`config.mk`:
```
export PLATFORM = sky130hd
export DESIGN_NAME = fdc_flash_ctrl
export DESIGN_NICKNAME = d
export VERILOG_FILES = /design/src/hdl/fdc_pkg.sv /design/src/hdl/fdc_flash_ctrl.sv
export SDC_FILE = /design/constraint.sdc
export NUM_CORES = 1
export LEC_CHECK = 0
export ABC_CLOCK_PERIOD_IN_PS = 1850
export BUFFER_PORTS_ARGS = -buffer_cell sky130_fd_sc_hd__buf_4
export CAP_MARGIN = 15
export CORE_UTILIZATION = 50
export DETAILED_ROUTE_END_ITERATION = 7
export GPL_TIMING_DRIVEN = 0
export PLACE_DENSITY = 0.79
export SYNTH_ARGS = -nofsm -noshare
export SYNTH_HDL_FRONTEND = slang
export SYNTH_SLANG_ARGS = --single-unit
```
`constraint.sdc`:
```
create_clock -name sys_clk -period 1.85 [get_ports sys_clk]
set_input_delay 0.37 -clock sys_clk [delete_from_list [all_inputs] [get_ports sys_clk]]
set_output_delay 0.37 -clock sys_clk [all_outputs]
set_load 0.01 [all_outputs]
```
`src/hdl/fdc_pkg.sv`:
```
package fdc_pkg;
   // Register selects on the special-function register port.
   localparam logic [2:0] REG_COMMAND = 3'h0;
   localparam logic [2:0] REG_DATA1 = 3'h1;
   localparam logic [2:0] REG_DATA2 = 3'h2;
   localparam logic [2:0] REG_DATA3 = 3'h3;
   localparam logic [2:0] REG_DATA4 = 3'h4;
   localparam logic [2:0] REG_ADDR_HIGH = 3'h5;
   localparam logic [2:0] REG_ADDR_LOW = 3'h6;
   // Command codes.
   localparam logic [7:0] CMD_READ_PAGE = 8'h01;
   localparam logic [7:0] CMD_PROGRAM_PAGE = 8'h02;
   localparam logic [7:0] CMD_VERIFY = 8'h04;
   localparam logic [7:0] CMD_ERASE_PAGE = 8'h05;
   localparam logic [7:0] CMD_ERASE_ALL = 8'h06;
   localparam logic [7:0] CMD_READ_BYTE = 8'h81;
   localparam logic [7:0] CMD_PROGRAM_BYTE = 8'h82;
   localparam logic [7:0] CMD_LEAVE_DOWNLOAD = 8'h0f;
   localparam logic [7:0] CMD_USER_DOWNLOAD = 8'hf0;
   // Address limits, reset vectors and sizes.
   localparam logic [15:0] DATA_PAGE_LIMIT = 16'h0400;
   localparam logic [15:0] DATA_BYTE_LAST = 16'h0fff;
   localparam logic [7:0] CODE_PAGE_LIMIT = 8'he0;
   localparam logic [15:0] CODE_BYTE_LAST = 16'hdfff;
   localparam logic [15:0] BOOT_VECTOR = 16'he000;
   localparam logic [15:0] RESET_VECTOR = 16'h0000;
   localparam int DATA_PAGES = 1024;
   localparam int PAGE_BYTES = 4;
   localparam int CODE_WRITE_BYTES = 256;
   localparam int CODE_ERASE_BYTES = 64;
   // Register value after reset, erased byte value and verify failure code.
   localparam logic [7:0] REG_RESET = 8'h00;
   localparam logic [7:0] ERASED_BYTE = 8'hff;
   localparam logic [7:0] VERIFY_FAIL = 8'h01;
   // Controller states, Gray coded along the busy path.
   typedef enum logic [1:0] {
      FDC_IDLE = 2'b00,
      FDC_RUN = 2'b01,
      FDC_DONE = 2'b11
   } fdc_state_t;
   // Flash operation requested from the array port.
   typedef enum logic [2:0] {
      FOP_NONE = 3'h0,
      FOP_READ = 3'h1,
      FOP_PROGRAM = 3'h2,
      FOP_ERASE = 3'h3,
      FOP_ERASE_ALL = 3'h4
   } fdc_op_t;
endpackage : fdc_pkg

```
`src/hdl/fdc_flash_ctrl.sv`:
```
`timescale 1ns/100ps
// Summary of operation
// - Data flash is 1024 pages of four bytes, two address and four data regs.
// - Normal mode 01H copies the addressed data page into the data regs.
// - Normal mode 02H programs data regs into a pre-erased page below 0400H.
// - Download mode 02H programs 256 RAM bytes into code page below E0H.
// - Normal mode 04H compares; command reads zero on match, nonzero else.
// - Download mode ignores page read, byte read and verify.
// - Normal mode 05H erases the single addressed four-byte data page.
// - Download mode 05H erases the 64-byte code page holding the address.
// - 06H erases all data flash, or all 56 kB writable code flash.
// - Normal mode 81H reads one data byte up to 0FFFH into data reg one.
// - 82H programs data reg one to data flash or code up to DFFFH.
// - F0H enters download mode, 0FH leaves it; normal mode after reset.
// - Code flash fills the lowest 62 kB of the 64 kB code space.
// - Outside download mode code flash is read-only to user code.
// - Top 6 kB of code flash is never writable by user code.
// - Strobe pin low at reset end enters serial download mode.
// - Bootload option starts execution at E000H after every reset.
// - Parallel mode: ports are bus, latch strobe writes, port 3 selects.
// - Lock, secure and serial safe protections are independent.
// - Lock blocks parallel programming; code erase clears it.
// - Secure blocks parallel program/read and external code access.
// - Serial safe turns strobe-low reset into normal; parallel erase clears.
module fdc_flash_ctrl #(
   parameter int ADDR_WIDTH = 16,
   parameter int OP_TIMEOUT = 4
) (
   // Clock, reset and enable.
   input wire logic sys_clk,
   input wire logic srst,
   input wire logic clkEn,
   // Special-function register port.
   input wire logic regWrite,
   input wire logic regRead,
   input wire logic [2:0] regSel,
   input wire logic [7:0] regWdata,
   output logic [7:0] regRdata,
   output logic coreHold,
   // Flash array port.
   output logic [2:0] flashOp,
   output logic flashCodeArray,
   output logic [ADDR_WIDTH-1:0] flashAddr,
   output logic [8:0] flashLength,
   output logic [31:0] flashWdata,
   output logic flashRamSource,
   input wire logic flashDone,
   input wire logic [31:0] flashRdata,
   // Reset straps, protection bits and parallel programming.
   input wire logic programStrobePinLow,
   input wire logic bootloadOption,
   input wire logic lockBit,
   input wire logic secureBit,
   input wire logic serialSafeBit,
   input wire logic parallelModePin,
   input wire logic externalCodeRun,
   output logic serialDownloadMode,
   output logic [15:0] resetVector,
   output logic parallelProgramEnable,
   output logic parallelReadEnable,
   output logic externalCodeReadEnable,
   output logic userDownloadModeOut
);
   typedef struct packed {
      fdc_pkg::fdc_state_t state;
      logic [7:0] command;
      logic [7:0] data1;
      logic [7:0] data2;
      logic [7:0] data3;
      logic [7:0] data4;
      logic [7:0] addrHigh;
      logic [7:0] addrLow;
      logic userDownload;
      logic verifyPending;
      logic [7:0] rdata;
      logic hold;
      logic [2:0] op;
      logic codeArray;
      logic [ADDR_WIDTH-1:0] addr;
      logic [8:0] length;
      logic [31:0] wdata;
      logic ramSource;
      logic strapTaken;
      logic serialDownload;
      logic [15:0] vector;
      logic parProg;
      logic parRead;
      logic extCode;
   } fdc_regs_t;

   fdc_regs_t r_q;
   fdc_regs_t r_d;

   // Word address of a data flash page from the address register pair.
   function automatic logic [15:0] pageAddr(input logic [7:0] hi,
                                             input logic [7:0] lo);
      pageAddr = {hi, lo};
   endfunction : pageAddr

   // Selects a byte of a read word by the low address bits.
   function automatic logic [7:0] pickByte(input logic [31:0] w,
                                           input logic [1:0] sel);
      pickByte = w[8*sel +: 8];
   endfunction : pickByte

   // Next-state logic for the whole controller.
   always_comb begin
      logic [15:0] byteAddr;
      logic [15:0] pAddr;
      logic ok;
      byteAddr = {r_q.addrHigh, r_q.addrLow};
      pAddr = pageAddr(r_q.addrHigh, r_q.addrLow);
      ok = 1'b0;
      r_d = r_q;
      // Register reads; the command register reports verify results.
      if (regRead) begin
         case (regSel)
            fdc_pkg::REG_COMMAND: r_d.rdata = r_q.command;
            fdc_pkg::REG_DATA1: r_d.rdata = r_q.data1;
            fdc_pkg::REG_DATA2: r_d.rdata = r_q.data2;
            fdc_pkg::REG_DATA3: r_d.rdata = r_q.data3;
            fdc_pkg::REG_DATA4: r_d.rdata = r_q.data4;
            fdc_pkg::REG_ADDR_HIGH: r_d.rdata = r_q.addrHigh;
            fdc_pkg::REG_ADDR_LOW: r_d.rdata = r_q.addrLow;
            default: r_d.rdata = fdc_pkg::REG_RESET;
         endcase
      end
      case (r_q.state)
         fdc_pkg::FDC_IDLE: begin
            // Writes only land while idle, since the core is held otherwise.
            if (regWrite) begin
               case (regSel)
                  fdc_pkg::REG_DATA1: r_d.data1 = regWdata;
                  fdc_pkg::REG_DATA2: r_d.data2 = regWdata;
                  fdc_pkg::REG_DATA3: r_d.data3 = regWdata;
                  fdc_pkg::REG_DATA4: r_d.data4 = regWdata;
                  fdc_pkg::REG_ADDR_HIGH: r_d.addrHigh = regWdata;
                  fdc_pkg::REG_ADDR_LOW: r_d.addrLow = regWdata;
                  default: ;
               endcase
            end
            if (regWrite && regSel == fdc_pkg::REG_COMMAND) begin
               r_d.command = regWdata;
               r_d.op = fdc_pkg::FOP_NONE;
               r_d.codeArray = r_q.userDownload;
               r_d.ramSource = 1'b0;
               r_d.verifyPending = 1'b0;
               r_d.wdata = {r_q.data4, r_q.data3, r_q.data2, r_q.data1};
               r_d.addr = ADDR_WIDTH'(pAddr);
               r_d.length = 9'(fdc_pkg::PAGE_BYTES);
               case (regWdata)
                  fdc_pkg::CMD_USER_DOWNLOAD: r_d.userDownload = 1'b1;
                  fdc_pkg::CMD_LEAVE_DOWNLOAD: r_d.userDownload = 1'b0;
                  fdc_pkg::CMD_READ_PAGE: begin
                     if (!r_q.userDownload && pAddr < fdc_pkg::DATA_PAGE_LIMIT)
                        r_d.op = fdc_pkg::FOP_READ;
                  end
                  // Verify reads the page and compares later.
                  fdc_pkg::CMD_VERIFY: begin
                     if (!r_q.userDownload) begin
                        r_d.op = fdc_pkg::FOP_READ;
                        r_d.verifyPending = 1'b1;
                     end
                  end
                  fdc_pkg::CMD_READ_BYTE: begin
                     if (!r_q.userDownload &&
                         byteAddr <= fdc_pkg::DATA_BYTE_LAST) begin
                        r_d.op = fdc_pkg::FOP_READ;
                        r_d.addr = ADDR_WIDTH'(byteAddr);
                        r_d.length = 9'h001;
                     end
                  end
                  fdc_pkg::CMD_PROGRAM_PAGE: begin
                     if (r_q.userDownload) begin
                        ok = r_q.addrHigh < fdc_pkg::CODE_PAGE_LIMIT;
                        r_d.addr = ADDR_WIDTH'({r_q.addrHigh, 8'h00});
                        r_d.length = 9'(fdc_pkg::CODE_WRITE_BYTES);
                        r_d.ramSource = 1'b1;
                     end else begin
                        ok = pAddr < fdc_pkg::DATA_PAGE_LIMIT;
                     end
                     if (ok)
                        r_d.op = fdc_pkg::FOP_PROGRAM;
                  end
                  // Code flash addresses start at zero.
                  fdc_pkg::CMD_ERASE_PAGE: begin
                     if (r_q.userDownload) begin
                        ok = byteAddr <= fdc_pkg::CODE_BYTE_LAST;
                        r_d.addr = ADDR_WIDTH'({r_q.addrHigh,
                                                r_q.addrLow[7:6], 6'h00});
                        r_d.length = 9'(fdc_pkg::CODE_ERASE_BYTES);
                     end else begin
                        ok = pAddr < fdc_pkg::DATA_PAGE_LIMIT;
                     end
                     if (ok)
                        r_d.op = fdc_pkg::FOP_ERASE;
                  end
                  // Whole-array erase of the selected target.
                  fdc_pkg::CMD_ERASE_ALL: r_d.op = fdc_pkg::FOP_ERASE_ALL;
                  // Byte program; code only in download mode.
                  fdc_pkg::CMD_PROGRAM_BYTE: begin
                     ok = r_q.userDownload ?
                          byteAddr <= fdc_pkg::CODE_BYTE_LAST :
                          byteAddr <= fdc_pkg::DATA_BYTE_LAST;
                     r_d.addr = ADDR_WIDTH'(byteAddr);
                     r_d.length = 9'h001;
                     if (ok)
                        r_d.op = fdc_pkg::FOP_PROGRAM;
                  end
                  default: r_d.op = fdc_pkg::FOP_NONE;
               endcase
               // Hold the core while an operation runs.
               if (r_d.op != fdc_pkg::FOP_NONE) begin
                  r_d.state = fdc_pkg::FDC_RUN;
                  r_d.hold = 1'b1;
               end
            end
         end
         fdc_pkg::FDC_RUN: begin
            // Wait for the array to report completion.
            if (flashDone) begin
               r_d.op = fdc_pkg::FOP_NONE;
               r_d.state = fdc_pkg::FDC_DONE;
               if (r_q.op == fdc_pkg::FOP_READ) begin
                  if (r_q.verifyPending) begin
                     // Result left in the command register.
                     r_d.command = (flashRdata == r_q.wdata) ?
                                   fdc_pkg::REG_RESET : fdc_pkg::VERIFY_FAIL;
                  end else if (r_q.length == 9'h001) begin
                     r_d.data1 = pickByte(flashRdata, r_q.addrLow[1:0]);
                  end else begin
                     // Bytes one to four of the page.
                     r_d.data1 = flashRdata[7:0];
                     r_d.data2 = flashRdata[15:8];
                     r_d.data3 = flashRdata[23:16];
                     r_d.data4 = flashRdata[31:24];
                  end
               end
            end
         end
         fdc_pkg::FDC_DONE: begin
            // One settling cycle so the core sees fresh data on release.
            r_d.hold = 1'b0;
            r_d.verifyPending = 1'b0;
            r_d.state = fdc_pkg::FDC_IDLE;
         end
         default: r_d.state = fdc_pkg::FDC_IDLE;
      endcase
      // Straps caught once after reset release.
      if (!r_q.strapTaken) begin
         r_d.strapTaken = 1'b1;
         r_d.serialDownload = programStrobePinLow && !serialSafeBit;
         r_d.vector = bootloadOption ? fdc_pkg::BOOT_VECTOR :
                                       fdc_pkg::RESET_VECTOR;
      end
      r_d.parProg = parallelModePin && !lockBit && !secureBit;
      r_d.parRead = parallelModePin && !secureBit;
      r_d.extCode = !(externalCodeRun && secureBit);
   end

   // State register with synchronous reset and clock enable.
   always_ff @(posedge sys_clk) begin
      if (srst) begin
         r_q <= '0;
         r_q.state <= fdc_pkg::FDC_IDLE;
         r_q.vector <= fdc_pkg::RESET_VECTOR;
      end else if (clkEn) begin
         r_q <= r_d;
      end
   end

   // Outputs come straight from the state flip-flops.
   assign regRdata = r_q.rdata;
   assign coreHold = r_q.hold;
   assign flashOp = r_q.op;
   assign flashCodeArray = r_q.codeArray;
   assign flashAddr = r_q.addr;
   assign flashLength = r_q.length;
   assign flashWdata = r_q.wdata;
   assign flashRamSource = r_q.ramSource;
   assign serialDownloadMode = r_q.serialDownload;
   assign resetVector = r_q.vector;
   assign parallelProgramEnable = r_q.parProg;
   assign parallelReadEnable = r_q.parRead;
   assign externalCodeReadEnable = r_q.extCode;
   assign userDownloadModeOut = r_q.userDownload;
endmodule : fdc_flash_ctrl

```
==> reports/qor.txt, run 1 <==
core area = 13900 sq um
post-place setup slack = -490 ps
Synth Instances = 841
max cap viols = 0
synth unique cells = 62
fmax = 514 MHz
n_diodes = 0
dominant cells by area after synthesis = dfxtp_1 37%, buf_4 9.7%, nand2_1 6.1%, a21oi_1 5.3%, mux2i_1 4.8%
Finish-stage setup viols = 22
Via density = 5.83
minimum clock period = 1940 ps
Ys Warns = 0
Mapped Area = 7150 sq um
final worst setup slack = -93.9 ps
Rows = 43
Worst Skew = 6.70 ps
Cell Chain, Critical Path = nand4bb_4, a221oi_4, buf_6, o311ai_4, buf_4, a221oi_2, a211oi_1
peak supply drop = 0.567 mV
Hold Vio Cnt, Final = 0
critical path peak fanout = 8
Tcrit/Tclk final = 1.05
commonest non-fill, non-tap cell in the layout = buf_4
Slew HR = 0.381
area added between synthesis and finish = 33.5%
number of synthesized flops with an enable pin = 0
I/O Buffers = 123
Core Util, Final = 0.685
worst-margin pin slew = 928 ps
most frequent cells in the layout = 233 x buf_4, 124 x dfxtp_1, 116 x nand2_1
Required @ worst endpoint = 2120 ps
largest net degree at the start of global routing = 17
Avg WL per Cell = 20.5 microns
Worst Path Arrival = 2210 ps
# IOs = 148
post-synthesis sequential area ratio = 0.370
pwr/cell area = 731 nW/um^2
crit path capture type = flip-flop
worst min path class = input port to flip-flop
total negative slack = -750 ps
HPWL after detailed placement = 17600 microns
DIE WIDTH = 122 microns
Total Power = 6.98 mW
Post-layout nets = 1076
cts hold-fix bufs = 0
Worst setup SP type = flip-flop
H-tree Lvls = 4
RSZ-0062 raised after global routing = yes
Leak = 3.92 nW
Total Wirelength = 24900 microns
ys async rst share = 0
CTS clk-pin slew, worst paths = 60 ps
total track usage = 0.330
main flop type after synthesis = dfxtp_1
total grt overflow = 0
TritonRoute pass-1 iters = 7
failing checks = setup timing
drt drc = 0
Root Driver = clkbuf_16
worst-skew pair later-pin latency = 420 ps
TritonCTS Buffers = 17
flops & latches, synth = 132
first-pass GRT wire length = 35700 microns
Die Span Y = 122 microns
run status = finished with violations
Synth area leader = dfxtp_1
CP max stage delay = 400 ps
Die ar. = 14800 sq um
initial antenna violation count = 0
Yosys top cell area share = 0.370
Mapped Avg Cell Area = 8.50 sq um
share of layout cells above drive strength 1 = 0.359
clk buf depth = 2
vias in the first global route = 6235
DRT iter0 DRCs = 769
Final GP Congestion = 0.978
Antenna Nets Post-Route = 0
CP Class = flip-flop to flip-flop
clock sinks = 132
Vias = 7072
Final Max Tran Viols = 0
CTS tree = yes
crit path max-delay cell type = a221oi_4
Starting Density = 0.513
report_power, final:
part | switching [mW] | internal (mW)
clock network | 1.25 | 2.11
registers | 0.0371 | 2.88
logic | 0.425 | 0.276
total | 1.72 | 5.26
metrics by stage:
stage / hold slack (ps) / instances / instance area (sq um)
after floorplan: 429 / 858 / 7210
after global placement: 442 / 1161 / 8360
after detailed placement: 444 / 1161 / 8360
after CTS: 145 / 1199 / 9190
after global routing: 154 / 1212 / 9550
final: 146 / 1212 / 9550
synthesized netlist by cell type, types with 2 or more instances:
master     number
dfxtp_1       132
nand2_1       117
buf_4          92
a21oi_1        75
nor2_1         62
clkbuf_1       34
mux2i_1        34
xor2_1         31
a221oi_1       23
buf_2          20
inv_1          20
nand3_1        17
nor3_1         17
a211oi_1       14
a22oi_1        13
a31oi_1        10
nor2b_1        10
a311oi_1        9
nand2b_1        9
nand4_1         9
nor4_1          9
o221ai_1        9
mux2_2          7
mux4_2          6
o2bb2ai_1       6
nand3b_1        4
o21ai_0         4
a221oi_2        3
o211ai_1        3
a211oi_2        2
and2_1          2
and3b_1         2
buf_6           2
nand4b_1        2
nand4bb_1       2
nor2_2          2
nor3b_1         2
o21a_1          2
kinds of logic (layout without fill, tap and decap cells):
kind of cell / after synthesis / after routing / synth area share
AO/OA/AOI/OAI: 186 / 186 / 0.187
XOR/XNOR: 32 / 32 / 0.0392
buffers and inverters: 169 / 342 / 0.143
flip-flops: 132 / 132 / 0.370
multiplexers: 48 / 48 / 0.0812
other: 1 / 18 / 0.000525
AND/OR/NAND/NOR: 273 / 274 / 0.179
critical path, delay by kind of cell, from the launching register on:
| family | cells | cell delay, ps |
|---|---|---|
| and+or+nand+nor | 1 | 260 |
| AOI/OAI and AO/OA | 4 | 830 |
| DFF | 1 | 330 |
| buffers and inverters | 2 | 370 |
worst paths after layout:
kind | from | endpoint | slack [ps] | depth (start not counted)
worst max-delay path | flashOp[2] | r_q[126] | -90 | 7
worst min-delay path | externalCodeRun | externalCodeReadEnable | 150 | 2
worst max register to register | flashOp[2] | r_q[126] | -90 | 7
worst min register to register | flashAddr[1] | flashAddr[1] | 450 | 2
what timing repair did:
action,4_1_cts,5_1_grt
buffers inserted,9,13
hold endpoints to repair,0,0
cloned,1,2
setup endpoints to repair,93,46
pin swaps,13,17
gates resized for setup,34,59
registers in the layout (all words and copies together) (netlist names):
signal                  cells
externalCodeReadEnable      1
serialDownloadMode          1
parallelReadEnable          1
resetVector                 1
flashWdata                 32
flashLength                 4
userDownloadModeOut         1
flashAddr                  16
coreHold                    1
regRdata                    8
parallelProgramEnable       1
flashRamSource              1
flashCodeArray              1
r_q                        60
flashOp                     3
per-layer routing:
layer / track usage / vias up / part of all wire
li1: - / 3237 / -
met1: 0.419 / 3352 / 0.40
met2: 0.508 / 403 / 0.46
met3: 0.113 / 80 / 0.11
met4: 0.144 / 0 / 0.039
met5: 0 / - / 0
layout make-up:
| cell class | count | area, sq um |
|---|---|---|
| fillers | 1161 | 4390 |
| multi-input cells | 558 | 3890 |
| flip-flops and latches | 132 | 2650 |
| repair buffers | 147 | 1130 |
| plain buffers | 144 | 978 |
| clock buffers | 22 | 484 |
| well taps | 180 | 225 |
| clock inverters | 9 | 103 |
| inverters | 20 | 75.1 |
Power figures use the tool's default switching activity.
==> run 2, diff against run 1 <==
--- a/config.mk
+++ b/config.mk
@@ -6,12 +6,13 @@
 export NUM_CORES = 1
 export LEC_CHECK = 0
 export ABC_CLOCK_PERIOD_IN_PS = 1850
-export BUFFER_PORTS_ARGS = -buffer_cell sky130_fd_sc_hd__buf_4
 export CAP_MARGIN = 15
 export CORE_UTILIZATION = 50
 export DETAILED_ROUTE_END_ITERATION = 7
+export DONT_BUFFER_PORTS = 1
 export GPL_TIMING_DRIVEN = 0
-export PLACE_DENSITY = 0.79
+export PLACE_DENSITY = 0.7
+export SLEW_MARGIN = 20
 export SYNTH_ARGS = -nofsm -noshare
 export SYNTH_HDL_FRONTEND = slang
 export SYNTH_SLANG_ARGS = --single-unit
==> constraint.sdc (replaced) <==
create_clock -name sys_clk -period 1.85 [get_ports sys_clk]
set_input_delay 0.37 -clock sys_clk [delete_from_list [all_inputs] [get_ports sys_clk]]
set_output_delay 0.37 -clock sys_clk [all_outputs]
set_load 0.005 [all_outputs]
==> reports/qor.txt, run 2 (synthesis gave the netlist of run 1 again) <==
n_diodes = 0 (unchanged)
# IOs = 148 (unchanged)
Via density = 5.95 (+2.0%)
CTS clk-pin slew, worst paths = 60 ps (about the same)
r2r startpoint = flashOp[1]
pwr/cell area = 848 nW/um^2 (+16%)
final worst setup slack = -80.8 ps (+13.1 ps)
run status = finished with violations
first-pass GRT wire length = 34300 microns (-3.9%)
clock sinks = 132 (unchanged)
Die Span Y = 122 microns (unchanged)
fmax = 518 MHz (+0.68%)
hold endpoint = externalCodeReadEnable
worst min path class = input port to flip-flop
HPWL after detailed placement = 17000 microns (-3.3%)
largest net degree at the start of global routing = 20 (+3)
peak supply drop = 0.692 mV (+22%)
Worst Setup SP = flashOp[1]
RSZ-0062 raised after global routing = yes
Antenna Nets Post-Route = 0 (unchanged)
total grt overflow = 0 (unchanged)
Worst R2R Setup Slack = -80 ps (about the same)
DIE WIDTH = 122 microns (unchanged)
Core Util, Final = 0.618 (-0.0666)
Layout Cells excl Fill = 1084 (-11%)
Reg with most FFs = r_q
max cap viols = 0 (unchanged)
Final GP Congestion = 0.989 (+1.1%)
total track usage = 0.320 (-0.0105)
most frequent cells in the layout = 122 x dfxtp_1, 117 x nand2_1, 108 x buf_4
Worst setup SP type = flip-flop
TritonCTS Buffers = 17 (unchanged)
critical path peak fanout = 8 (unchanged)
Worst Path Arrival = 2210 ps (about the same)
Worst Skew = 6.46 ps (-0.245 ps)
initial antenna violation count = 0 (unchanged)
vias in the first global route = 5865 (-5.9%)
commonest non-fill, non-tap cell in the layout = dfxtp_1
core area = 13900 sq um (unchanged)
Rows = 43 (unchanged)
area added between synthesis and finish = 20.5%
drt drc = 0 (unchanged)
minimum clock period = 1930 ps (-13.1 ps)
clk buf depth = 2 (unchanged)
I/O Buffers = 0 (-100%)
Cell Chain, Critical Path = nand4bb_4, a221oi_4, buf_6, o311ai_4, buf_6, a221oi_4, a211oi_2
cell depth of the worst hold path = 1 (-1)
Starting Density = 0.513 (unchanged)
Root Driver = clkbuf_16
Post-layout nets = 947 (-12%)
hold slack = 55.2 ps (-91.3 ps)
CTS tree = yes
worst-case reg-to-reg path depth = 7 (unchanged)
TritonRoute pass-1 iters = 5 (-2)
Total Wirelength = 23600 microns (-5.2%)
Finish-stage setup viols = 9 (-59%)
Vias = 6450 (-8.8%)
worst r2r dst = r_q[132]
H-tree Lvls = 4 (unchanged)
fill count = 1251 (+7.8%)
Leak = 3.25 nW (-17%)
CP Class = flip-flop to flip-flop
Total Power = 7.31 mW (+4.7%)
failing checks = setup timing
crit path max-delay cell type = a221oi_4
Die ar. = 14800 sq um (unchanged)
total negative slack = -369 ps (+382 ps)
DRT iter0 DRCs = 647 (-16%)
Required @ worst endpoint = 2130 ps (about the same)
hold path start = secureBit
Tcrit/Tclk final = 1.04 (-0.00708)
Slew HR = 0.409 (+0.0275)
Final Max Tran Viols = 0 (unchanged)
worst-skew pair later-pin latency = 430 ps (about the same)
Avg WL per Cell = 21.8 microns (+6.0%)
crit path capture type = flip-flop
worst-margin pin slew = 887 ps (-41.3 ps)
Hold Vio Cnt, Final = 0 (unchanged)
max reg flops = 60 (unchanged)
CP max stage delay = 440 ps (+40 ps)
share of layout cells above drive strength 1 = 0.263 (-0.0962)
Cells after DPL = 1038 (-11%)
[run 2: cell types whose count changed in the layout (fill, tap and decap cells not counted), moves of 4 or more]
cell | before | now
a221oi_1 | 6 | 11
nor2_1 | 58 | 62
nor2_2 | 5 | 0
a221oi_2 | 13 | 5
buf_4 | 233 | 108
bufinv_16 | 2 | 6
[run 2: report_power, final]
part / internal [mW] / total [mW] / switching [mW] / leakage, nW
clock network: 2.56 / 3.87 / 1.31 / 0.319
registers: 2.88 / 2.91 / 0.0366 / 1.07
logic: 0.190 / 0.522 / 0.332 / 1.86
[run 2: critical path, delay by kind of cell (launching register included)]
family,cells,cell delay [ps]
buf+inv,2,370
simple gates,1,240
compound gates,4,850
flops,1,310
[run 2: layout make-up]
cell class                      count  area (sq um)  share of cell area
Multi-Input combinational cell    557          3880               0.450
Sequential cell                   132          2660               0.308
Buffer                            144           970               0.113
Clock buffer                       19           443              0.0514
Clock inverter                     13           230              0.0267
Tap cell                          180           225              0.0261
Timing Repair Buffer               19           141              0.0164
Inverter                           20          75.1             0.00871
[run 2: worst max path at each step]
stage / to / slack [ps] / cells past startpoint
floorplan: r_q[142] / 30 / 5
global placement: coreHold / -490 / 7
detailed placement: flashAddr[0] / -510 / 7
CTS: r_q[133] / -10 / 7
global route: r_q[132] / -140 / 7
finish: r_q[132] / -80 / 7
[run 2: through the flow]
step	instance area [sq um]	worst slack, ps
after floorplan	7210	32.2
after global placement	7440	-486
after detailed placement	7440	-507
after CTS	8310	-11.8
after global routing	8620	-137
final	8620	-80.8
[run 2: repair_timing]
item	in CTS	in global routing
setup buffers	7	10
gates cloned	1	1
hold buffers	0	0
pin swaps	10	16
gates resized for setup	35	49
endpoints found under the setup margin	93	94
endpoints found under the hold margin	0	0
[run 2: layer usage]
metal	wire length (microns)	vias to the layer above	global-route usage
li1	-	2970	-
met3	2230	63	0.0894
met5	0	-	0
met1	9620	3069	0.422
met4	787	0	0.137
met2	11000	348	0.489
